$ cat src/hdl/rffc_pkg.sv
// package of constants and types for the receive filter configuration block
package rffc_pkg;
	// register byte offsets
	localparam logic [7:0] RFFC_GROUP_CFG_OFS = 8'h00;
	localparam logic [7:0] RFFC_UNI_SET_OFS = 8'h04;
	localparam logic [7:0] RFFC_UNI_CLR_OFS = 8'h08;
	localparam logic [7:0] RFFC_MAX_LEN_OFS = 8'h0c;
	// field positions
	localparam int RFFC_MC_CH_LSB = 0;
	localparam int RFFC_MC_CH_MSB = 2;
	localparam int RFFC_MC_EN_BIT = 5;
	// reset values
	localparam logic [15:0] RFFC_MAX_LEN_RST = 16'h05ee;
	localparam logic [7:0] RFFC_UNI_EN_RST = 8'h00;
	localparam logic [2:0] RFFC_MC_CH_RST = 3'h0;
	localparam logic RFFC_MC_EN_RST = 1'b0;
	// AXI response codes
	localparam logic [1:0] RFFC_RESP_OKAY = 2'h0;
	localparam logic [1:0] RFFC_RESP_SLVERR = 2'h2;

	// frame report from the receive path
	typedef struct packed {
		logic valid;
		logic [15:0] byte_count;
		logic crc_err;
		logic code_err;
		logic align_err;
		logic multicast_hit;
	} rffc_frame_t;

	// classification result
	typedef struct packed {
		logic valid;
		logic long_frame;
		logic oversized;
		logic jabber;
		logic mc_deliver;
		logic mc_drop;
		logic [2:0] mc_channel;
	} rffc_class_t;
endpackage

$ cat src/hdl/rffc_top.sv
// AXI4-Lite register file and top of the receive filter configuration
`timescale 1ns/10ps
module rffc_top
	import rffc_pkg::*;
(
	input wire logic aclk,
	input wire logic aresetn,
	input wire logic [7:0] s_axi_awaddr,
	input wire logic s_axi_awvalid,
	output logic s_axi_awready,
	input wire logic [31:0] s_axi_wdata,
	input wire logic [3:0] s_axi_wstrb,
	input wire logic s_axi_wvalid,
	output logic s_axi_wready,
	output logic [1:0] s_axi_bresp,
	output logic s_axi_bvalid,
	input wire logic s_axi_bready,
	input wire logic [7:0] s_axi_araddr,
	input wire logic s_axi_arvalid,
	output logic s_axi_arready,
	output logic [31:0] s_axi_rdata,
	output logic [1:0] s_axi_rresp,
	output logic s_axi_rvalid,
	input wire logic s_axi_rready,
	input wire rffc_frame_t frame,
	output rffc_class_t result,
	output logic [7:0] channel_unicast_enable,
	output logic multicast_accept_enable,
	output logic [2:0] multicast_channel_select
);
	// ****************************************
	// write channel
	// ****************************************
	logic aw_held_q;
	logic w_held_q;
	logic [7:0] awaddr_q;
	logic [31:0] wdata_q;
	logic [3:0] wstrb_q;
	logic bvalid_q;
	logic [1:0] bresp_q;
	logic wr_fire;
	logic wr_group;
	logic wr_set;
	logic wr_clr;
	logic wr_len;
	logic wr_hit;

	// accept each channel once, hold until response leaves
	assign s_axi_awready = !aw_held_q && !bvalid_q;
	assign s_axi_wready = !w_held_q && !bvalid_q;
	assign wr_fire = aw_held_q && w_held_q && !bvalid_q;
	assign wr_group = wr_fire && awaddr_q[7:2] == RFFC_GROUP_CFG_OFS[7:2];
	assign wr_set = wr_fire && awaddr_q[7:2] == RFFC_UNI_SET_OFS[7:2];
	assign wr_clr = wr_fire && awaddr_q[7:2] == RFFC_UNI_CLR_OFS[7:2];
	assign wr_len = wr_fire && awaddr_q[7:2] == RFFC_MAX_LEN_OFS[7:2];
	assign wr_hit = wr_group || wr_set || wr_clr || wr_len;

	// address and data capture, response generation
	always_ff @(posedge aclk) begin
		if (!aresetn) begin
			aw_held_q <= 1'b0;
			w_held_q <= 1'b0;
			awaddr_q <= 8'h00;
			wdata_q <= 32'h0000_0000;
			wstrb_q <= 4'h0;
			bvalid_q <= 1'b0;
			bresp_q <= RFFC_RESP_OKAY;
		end else begin
			if (s_axi_awvalid && s_axi_awready) begin
				aw_held_q <= 1'b1;
				awaddr_q <= s_axi_awaddr;
			end
			if (s_axi_wvalid && s_axi_wready) begin
				w_held_q <= 1'b1;
				wdata_q <= s_axi_wdata;
				wstrb_q <= s_axi_wstrb;
			end
			if (wr_fire) begin
				aw_held_q <= 1'b0;
				w_held_q <= 1'b0;
				bvalid_q <= 1'b1;
				bresp_q <= wr_hit ? RFFC_RESP_OKAY : RFFC_RESP_SLVERR;
			end else if (bvalid_q && s_axi_bready) begin
				bvalid_q <= 1'b0;
			end
		end
	end
	assign s_axi_bvalid = bvalid_q;
	assign s_axi_bresp = bresp_q;

	// ****************************************
	// configuration state
	// ****************************************
	logic [7:0] uni_en_q;
	logic [7:0] uni_en_d;
	logic [15:0] max_len_q;
	logic [15:0] max_len_d;
	logic mc_en_q;
	logic [2:0] mc_ch_q;
	logic [7:0] set_mask;
	logic [7:0] clr_mask;

	// byte lane 0 carries the enable bits
	assign set_mask = (wr_set && wstrb_q[0]) ? wdata_q[7:0] : 8'h00;
	assign clr_mask = (wr_clr && wstrb_q[0]) ? wdata_q[7:0] : 8'h00;
	assign uni_en_d = (uni_en_q | set_mask) & ~clr_mask;
	assign max_len_d = {wstrb_q[1] ? wdata_q[15:8] : max_len_q[15:8],
		wstrb_q[0] ? wdata_q[7:0] : max_len_q[7:0]};

	// configuration registers
	always_ff @(posedge aclk) begin
		if (!aresetn) begin
			uni_en_q <= RFFC_UNI_EN_RST;
			max_len_q <= RFFC_MAX_LEN_RST;
			mc_en_q <= RFFC_MC_EN_RST;
			mc_ch_q <= RFFC_MC_CH_RST;
		end else begin
			uni_en_q <= uni_en_d;
			if (wr_len) begin
				max_len_q <= max_len_d;
			end
			if (wr_group && wstrb_q[0]) begin
				mc_ch_q <= wdata_q[RFFC_MC_CH_MSB:RFFC_MC_CH_LSB];
				mc_en_q <= wdata_q[RFFC_MC_EN_BIT];
			end
		end
	end
	assign channel_unicast_enable = uni_en_q;
	assign multicast_accept_enable = mc_en_q;
	assign multicast_channel_select = mc_ch_q;

	// ****************************************
	// read channel
	// ****************************************
	logic rvalid_q;
	logic [31:0] rdata_q;
	logic [1:0] rresp_q;
	logic [31:0] rd_group;
	logic [31:0] rd_word;
	logic rd_hit;
	logic [5:0] rd_idx;

	assign s_axi_arready = !rvalid_q;
	assign rd_idx = s_axi_araddr[7:2];
	assign rd_group = {26'h0, mc_en_q, 2'h0, mc_ch_q};
	assign rd_hit = rd_idx == RFFC_GROUP_CFG_OFS[7:2] ||
		rd_idx == RFFC_UNI_SET_OFS[7:2] ||
		rd_idx == RFFC_UNI_CLR_OFS[7:2] ||
		rd_idx == RFFC_MAX_LEN_OFS[7:2];
	assign rd_word =
		(rd_idx == RFFC_GROUP_CFG_OFS[7:2]) ? rd_group :
		(rd_idx == RFFC_UNI_SET_OFS[7:2]) ? {24'h0, uni_en_q} :
		(rd_idx == RFFC_UNI_CLR_OFS[7:2]) ? {24'h0, uni_en_q} :
		(rd_idx == RFFC_MAX_LEN_OFS[7:2]) ? {16'h0, max_len_q} :
		32'h0000_0000;

	// read data register
	always_ff @(posedge aclk) begin
		if (!aresetn) begin
			rvalid_q <= 1'b0;
			rdata_q <= 32'h0000_0000;
			rresp_q <= RFFC_RESP_OKAY;
		end else if (s_axi_arvalid && s_axi_arready) begin
			rvalid_q <= 1'b1;
			rdata_q <= rd_word;
			rresp_q <= rd_hit ? RFFC_RESP_OKAY : RFFC_RESP_SLVERR;
		end else if (rvalid_q && s_axi_rready) begin
			rvalid_q <= 1'b0;
		end
	end
	assign s_axi_rvalid = rvalid_q;
	assign s_axi_rdata = rdata_q;
	assign s_axi_rresp = rresp_q;

	// ****************************************
	// classifier
	// ****************************************
	rffc_classify u_classify (
		.aclk(aclk),
		.aresetn(aresetn),
		.frame(frame),
		.max_frame_length(max_len_q),
		.multicast_accept_enable(mc_en_q),
		.multicast_channel_select(mc_ch_q),
		.result(result)
	);

	uni_set_a: assert property (@(posedge aclk)
		disable iff (!aresetn)
		wr_set && wstrb_q[0] && !wr_clr
		|=> (uni_en_q & $past(wdata_q[7:0])) == $past(wdata_q[7:0]))
		else $error("set did not stick");
	uni_clr_a: assert property (@(posedge aclk)
		disable iff (!aresetn)
		wr_clr && wstrb_q[0]
		|=> (uni_en_q & $past(wdata_q[7:0])) == 8'h00)
		else $error("clear did not act");
	uni_hold_a: assert property (@(posedge aclk)
		disable iff (!aresetn)
		!wr_set && !wr_clr |=> $stable(uni_en_q))
		else $error("enables moved without write");
	len_wr_a: assert property (@(posedge aclk)
		disable iff (!aresetn)
		wr_len && wstrb_q == 4'hf |=> max_len_q == $past(wdata_q[15:0]))
		else $error("length write lost");
	mc_ch_wr_a: assert property (@(posedge aclk)
		disable iff (!aresetn)
		wr_group && wstrb_q[0] |=> mc_ch_q == $past(wdata_q[2:0]))
		else $error("channel write lost");
endmodule

$ cat src/hdl/rffc_classify.sv
// frame length classifier and multicast steering
`timescale 1ns/10ps
module rffc_classify
	import rffc_pkg::*;
(
	input wire logic aclk,
	input wire logic aresetn,
	input wire rffc_frame_t frame,
	input wire logic [15:0] max_frame_length,
	input wire logic multicast_accept_enable,
	input wire logic [2:0] multicast_channel_select,
	output rffc_class_t result
);
	logic is_long;
	logic any_err;
	rffc_class_t result_d;
	rffc_class_t result_q;

	assign is_long = frame.byte_count > max_frame_length;
	assign any_err = frame.crc_err | frame.code_err | frame.align_err;

	// build the result word
	always_comb begin
		result_d = '0;
		result_d.valid = frame.valid;
		result_d.long_frame = frame.valid & is_long;
		result_d.oversized = frame.valid & is_long & ~any_err;
		result_d.jabber = frame.valid & is_long & any_err;
		result_d.mc_deliver = frame.valid & frame.multicast_hit &
			multicast_accept_enable;
		result_d.mc_drop = frame.valid & frame.multicast_hit &
			~multicast_accept_enable;
		result_d.mc_channel = multicast_channel_select;
	end

	// register the result
	always_ff @(posedge aclk) begin
		if (!aresetn) begin
			result_q <= '0;
		end else begin
			result_q <= result_d;
		end
	end
	assign result = result_q;

	long_cls_a: assert property (@(posedge aclk)
		disable iff (!aresetn)
		frame.valid |=> result.long_frame ==
		($past(frame.byte_count) > $past(max_frame_length)))
		else $error("long flag mismatch");
	oversize_cls_a: assert property (@(posedge aclk)
		disable iff (!aresetn)
		result.oversized |-> result.long_frame && !result.jabber)
		else $error("oversized without long");
	jabber_cls_a: assert property (@(posedge aclk)
		disable iff (!aresetn)
		frame.valid && (frame.byte_count > max_frame_length) &&
		(frame.crc_err || frame.code_err || frame.align_err)
		|=> result.jabber)
		else $error("jabber missed");
	mc_drop_a: assert property (@(posedge aclk)
		disable iff (!aresetn)
		frame.valid && frame.multicast_hit && !multicast_accept_enable
		|=> result.mc_drop && !result.mc_deliver)
		else $error("multicast not dropped");
endmodule

$ cat config.mk
export PLATFORM = sky130hd
export DESIGN_NAME = rffc_top
export DESIGN_NICKNAME = d
export VERILOG_FILES = /design/src/hdl/rffc_pkg.sv /design/src/hdl/rffc_top.sv /design/src/hdl/rffc_classify.sv
export SDC_FILE = /design/constraint.sdc
export NUM_CORES = 1
export LEC_CHECK = 0
export ABC_AREA = 1
export BUFFER_PORTS_ARGS = -buffer_cell sky130_fd_sc_hd__buf_4
export CAP_MARGIN = 20
export CORE_AREA = 2 2 103 105
export DETAILED_ROUTE_END_ITERATION = 12
export DIE_AREA = 0 0 105 107
export PLACE_DENSITY = 0.7
export RECOVER_POWER = 25
export SYNTH_ARGS = -nofsm -noshare
export SYNTH_HDL_FRONTEND = slang
export SYNTH_HIERARCHICAL = 1
export SYNTH_SLANG_ARGS = --single-unit
$ cat constraint.sdc
create_clock -name aclk -period 1.8 [get_ports aclk]
set_input_delay 0.09 -clock aclk [delete_from_list [all_inputs] [get_ports aclk]]
set_output_delay 0.09 -clock aclk [all_outputs]
set_load 0.02 [all_outputs]
==> results of run 1 <==
## layer usage
| metal | vias up | track usage [%] | wire [um] |
|---|---|---|---|
| met4 | 0 | 7.33 | 180 |
| met1 | 1598 | 22.3 | 4360 |
| met2 | 100 | 28.2 | 4370 |
| li1 | 1867 | - | - |
| met5 | - | 0 | 0 |
| met3 | 17 | 3.59 | 471 |
## flip-flops by register name, summed over array words and instances, names as in the netlist, 2 cells and up
signal	cells
awaddr_q	6
channel_unicast_enable	8
max_len_q	16
multicast_channel_select	3
s_axi_rdata	16
u_classify/result	9
wdata_q	16
wstrb_q	2
## final cells by class
| type | instances | area share, % |
|---|---|---|
| clock inverters | 7 | 2.00 |
| multi-input cells | 340 | 35.7 |
| repair buffers | 118 | 16.6 |
| well taps | 136 | 3.39 |
| inverters | 90 | 6.73 |
| clock buffers | 9 | 2.47 |
| flip-flops and latches | 83 | 33.1 |
## power by group through the flow
stage	clock network [mW]	logic, mW	registers (mW)
global route	1.63	0.615	1.97
detailed placement	0	0.533	2.00
floorplan	0	0.340	2.01
finish	1.50	0.545	1.96
global placement	0	0.523	2.00
CTS	1.53	0.557	1.96
## Yosys cell counts
cell      number  area, um2
o21ai_1        6       30.0
o21ai_0       41        205
ha_1          16        200
buf_4         18        135
nand2_1       96        360
dfxtp_1       83       1660
a31oi_1        3       18.8
conb_1         1       3.75
nor3_4         1       16.3
nand3_4        3       52.6
nor2_4         4       45.0
inv_2          4       15.0
o21bai_1       8       60.1
nor3_1         2       10.0
a21o_1         1       7.51
inv_1         83        312
buf_1          1       3.75
nand3_2        1       10.0
nand3_1       17       85.1
clkinv_1       3       11.3
buf_2          5       25.0
nand2_2        3       18.8
buf_6          2       22.5
nor2_2         3       18.8
o21a_1         1       7.51
nand4_1        6       37.5
o211ai_2       8        100
nor2_1        58        218
or2_2          1       6.26
a21oi_1       43        215
clkbuf_1       8       30.0
## logic make-up after synthesis
logic type	Yosys count	synth area share (%)
fa+ha+maj	16	5.08
compound gates	111	16.3
buf+inv	124	14.1
flops	83	42.1
simple gates	195	22.3
other cells	1	0.0951
## worst max-delay path, stage by stage, from the launching register on
cell and delay, ps:
dfxtp_1 370, inv_1 60, ha_1 300, a21oi_1 170
o21ai_0 90, a21oi_1 190, nand2_2 80, nand2_2 70
nor2_1 40
## final timing paths
kind                                            startpoint                         endpoint  slack (ps)  cells past startpoint
worst min-delay path                        s_axi_wdata[5]          wdata_q[5]$_SDFFE_PN0P_          20                      3
worst max-delay path            max_len_q[13]$_SDFFE_PN0P_  u_classify/result[5]$_SDFF_PN0_         330                      8
worst max register to register  max_len_q[13]$_SDFFE_PN0P_  u_classify/result[5]$_SDFF_PN0_         330                      8
worst min register to register    awaddr_q[4]$_SDFFE_PN0P_         awaddr_q[4]$_SDFFE_PN0P_         450                      2
## repair_timing
action | 4_1_cts | 5_1_grt
hold endpoints to repair | 14 | 0
endpoints found under the setup margin | 0 | 0
hold buffers | 13 | 0
==> impl_results.md, run 1 <==
* Sequential area share after synthesis at 42.1%
* Congestion Overflow GR at 0
* Antenna violations before repair at 0
* RePlAce Congestion at 0.832
* Max_cap viols at 0
* Setup TNS at 0 ps
* Total area of sequential cells at 1660 um2
* Startpoint Class: register
* Fill count at 1021
* Worst-case clock skew at 7.67 ps
* Ant. Diodes at 0
* Final worst hold slack at 17.0 ps
* Post-Syn Area per Cell at 7.44 um2
* DR DRC count at 0
* Vias in the first global route at 3407
* Power density over cell area at 797 nW/um2
* Vias per cell at 4.57
* Sw Ratio at 27.0%
* Area added between synthesis and finish at 27.2%
* Count of mapped cells out of synthesis at 530
* Minimum clock period at 1470 ps
* Clk pwr share at 37.4%
* Die extent in y at 107 um
* Core Footprint at 10100 um2
* Worst skew pair latency at 350 ps
* Logic gate share of total power at 13.6%
* CTS tree: yes
* RSZ-0062 raised after global routing: no
* Nets at 738
* Die area at 11200 um2
* Most common cell after layout, fill and taps aside: nand2_1
* Flop pwr share at 48.9%
* Reg clk slew, reported paths at 90 ps
* Fraction of layout cells with a size suffix above 1 at 19.3%
* Total power draw at 4.00 mW
* Root buf cell: clkbuf_8
* Tightest Pin Transition at 510 ps
* Largest net degree at the start of global routing at 56
* Final Max Tran Viols at 0
* Num ports at 142
* H-tree Lvls at 3
* Die Span X at 105 um
* Static leakage at 2.38 nW
* Critical Path RT at 2050 ps
* Initial Util at 39.1%
* Routed wire length per instance at 12.0 um
* TritonCTS buffer count at 9
* Relative slew slack at 66.0%
* Netlist Area Pre-Place at 3940 um2
* Final setup margin at 332 ps
* Routed Antenna Nets at 0
* Initial DRC Count at 198
* Clock sink count at 83
* Crit path max fanout at 3
* P_sw at 1.08 mW
* Fin. Hold Viols at 0
* Final period utilization at 81.5%
* Final std cells w/o fill at 783
* Tot GR Track Use at 17.3%
* Fmax at 0.681 GHz
* Final instance area at 5020 um2
* Drt first pass iters at 4
* # rows at 37
* Clk buf depth at 2
* PortBufs at 101
* Register bit total from synthesis at 83
* Worst path arrival time at 1720 ps
* First-pass GRT wire length at 15700 um
* Via count at 3582
* WL final at 9380 um
* Worst hold path type: in2reg
* Final setup fails at 0
* Status: complete, no violations
* Worst vdd ir at 413 uV
* Critical path class: reg2reg
* P_int at 2.92 mW
* Netlist cell types at 31
* Warnings, synthesis at 6
* Post-DP Area at 4750 um2
* Critical path endpoint category: register
* Most frequent cells in the layout: nand2_1 (96), inv_1 (84), dfxtp_1 (83), buf_4 (81), nor2_1 (58)
* Post-DP HPWL at 6950 um
* Post-CTS Setup Repair Bufs at 0
* CTS resizes at 0
* Multi-input gate area at 1790 um2
* # placed instances at 754
* Pre-CTS setup slack at 340 ps
* Final Util at 49.7%
No activity file was read; power rests on OpenSTA's default activity.
==> run 2, diff against run 1 <==
Settings changed: PLACE_DENSITY 0.7 to 0.73.
Clock period 1.8 ns to 1.2 ns, I/O delays scaled along.
==> run 2 against run 1 <==
Compared with the run above:
- the run now ends with negative setup slack left
- sequential power is 50% higher
- flip-flop and latch count stayed put
- combinational power is 120% higher
- fmax is 4.9% higher
- sequential share of layout area is 5.5 points lower
- setup slack worse by 530 ps
- die area stayed put
- largest cell class unchanged
- final cell count is 8.3% higher
==> impl_results.md, run 2 (synthesized netlist as in run 1, its figures left out) <==
* Status: finished, violations left
* Failing checks: negative setup slack
* Most common cell after layout, fill and taps aside: buf_4
* Critical path class: reg2reg
* Worst path arrival time at 1630 ps (-90 ps)
* Final std cells w/o fill at 848 (+8.3%)
* Final period utilization at 117% (+35 points)
* Post-DP Area at 5090 um2 (+7.1%)
* Routed Antenna Nets at 0 (unchanged)
* First-pass GRT wire length at 17600 um (+12%)
* Worst skew pair latency at 350 ps (about the same)
* CTS tree: yes
* Fmax at 0.715 GHz (+4.9%)
* RSZ-0062 raised after global routing: yes
* Root buf cell: clkbuf_8
* Static leakage at 2.79 nW (+18%)
* Final instance area at 6110 um2 (+22%)
* # rows at 37 (unchanged)
* H-tree Lvls at 3 (unchanged)
* Nets at 803 (+8.8%)
* Num ports at 142 (unchanged)
* Die extent in y at 107 um (unchanged)
* Multi-input gate area at 2180 um2 (+22%)
* Antenna violations before repair at 0 (unchanged)
* Delay of the slowest critical-path stage at 340 ps (-30 ps)
* Area added between synthesis and finish at 55.1%
* CP Cell Sequence: inv_2 -> ha_4 -> a21oi_2 -> nor2_1 -> nor2_1 -> nand2_2 -> nand2_2 -> nand2_2 -> nand2_2 -> nor2_1
* # placed instances at 788 (+4.5%)
* Fin. Hold Viols at 0 (unchanged)
* TritonCTS buffer count at 9 (unchanged)
* Clk buf depth at 2 (unchanged)
* RePlAce Congestion at 0.838 (+0.73%)
* Initial Util at 39.1% (unchanged)
* Congestion Overflow GR at 0 (unchanged)
* Vias in the first global route at 3701 (+8.6%)
* Via count at 3983 (+11%)
* Startpoint Class: register
* Critical Path RT at 1430 ps (-620 ps)
* Final Util at 60.6% (+11 points)
* Tot GR Track Use at 19.4% (+2.1 points)
* Most frequent cells in the layout: buf_4 (121), inv_1 (72), nand2_1 (70), dfxtp_1 (65), nor2_1 (50)
* Fill count at 896 (-12%)
* Minimum clock period at 1400 ps (-68.5 ps)
* Final setup fails at 32 (+32)
* Ant. Diodes at 0 (unchanged)
* Routed wire length per instance at 13.3 um (+11%)
* Initial DRC Count at 227 (+15%)
* Post-DP HPWL at 7610 um (+9.6%)
* Core Footprint at 10100 um2 (unchanged)
* Critical Path Most Common Cell: nand2_2
* Worst vdd ir at 652 uV (+58%)
* CP max stage cell: dfxtp_2
* Reg clk slew, reported paths at 90 ps (about the same)
* Clock sink count at 83 (unchanged)
* Power density over cell area at 1060 nW/um2 (+33%)
* Final setup margin at -199 ps (-532 ps)
* Crit path max fanout at 3 (unchanged)
* Total power draw at 6.47 mW (+62%)
* Die area at 11200 um2 (unchanged)
* Largest net degree at the start of global routing at 36 (-36%)
* Fraction of layout cells with a size suffix above 1 at 39.2% (+20 points)
* Max_cap viols at 0 (unchanged)
* Final worst hold slack at 11.9 ps (-5.18 ps)
* DR DRC count at 0 (unchanged)
* Final Max Tran Viols at 0 (unchanged)
* Total area of sequential cells at 1690 um2 (+1.7%)
* Worst-case clock skew at 8.05 ps (+0.383 ps)
* PortBufs at 101 (unchanged)
* WL final at 11300 um (+20%)
* Die Span X at 105 um (unchanged)
* Worst hold path type: in2reg
* Drt first pass iters at 5 (+1)
* Vias per cell at 4.70 (+2.7%)
* Critical path endpoint category: register
## run 2: cell types whose count changed in the layout (fill, tap and decap cells not counted), sizes merged
cell         before  now
inv              89   90
clkinvlp          0    2
buf              81  137
dlygate4sd3      13   30
clkinv            6    2
clkbuf           33   24
nand3            21   23
## run 2: where the power goes
part           total (mW)  switching [mW]  internal [mW]
clock network        2.34            1.05           1.29
registers            2.94          0.0722           2.87
logic                1.19           0.655          0.535
## run 2: worst max-delay path: cells and delay by family (launching register included)
family / cells / cell delay [ps]
adder cells (fa/ha/maj): 1 / 230
buffers and inverters: 1 / 50
AND/OR/NAND/NOR: 7 / 510
AO/OA/AOI/OAI: 1 / 140
flip-flops: 1 / 340
## run 2: metal layers
layer  vias to the layer above  wire length (um)  global-route usage (%)
met5                         -                 0                       0
met3                        21               575                    2.98
li1                       2001                 -                       -
met2                       135              5620                    34.2
met1                      1826              4810                    23.8
met4                         0               258                    7.71
## run 2: per-stage QoR
| stage | setup WS [ps] | setup TNS [ps] |
|---|---|---|
| final | -199 | -3200 |
| after CTS | -128 | -1620 |
| after floorplan | -35.2 | -221 |
| after global placement | -144 | -2040 |
| after global routing | -275 | -6240 |
| after detailed placement | -189 | -3920 |
## run 2: final cells by class
type | count | share of cell area (%)
well taps | 136 | 2.78
multi-input cells | 342 | 35.7
clock buffers | 11 | 2.48
inverters | 90 | 5.77
clock inverters | 5 | 1.37
repair inverters | 1 | 0.102
repair buffers | 180 | 24.2
flip-flops and latches | 83 | 27.6
## run 2: worst paths after layout
check / from / to / slack (ps) / cells after the start
hold reg to reg: multicast_channel_select[0]$_SDFFE_PN0P_ / u_classify/result[0]$_SDFF_PN0_ / 460 / 2
setup reg to reg: max_len_q[5]$_SDFFE_PN1P_ / u_classify/result[5]$_SDFF_PN0_ / -200 / 10
setup / recovery: max_len_q[5]$_SDFFE_PN1P_ / u_classify/result[5]$_SDFF_PN0_ / -200 / 10
hold / removal: s_axi_awaddr[5] / awaddr_q[5]$_SDFFE_PN0P_ / 10 / 3
## run 2: timing repair
action / CTS / global route
pin swaps: 40 / 32
gates resized for setup: 72 / 56
setup endpoints to repair: 51 / 64
hold buffers: 30 / 0
endpoints found under the hold margin: 30 / 0
gates cloned: 2 / 1
buffers inserted: 6 / 6
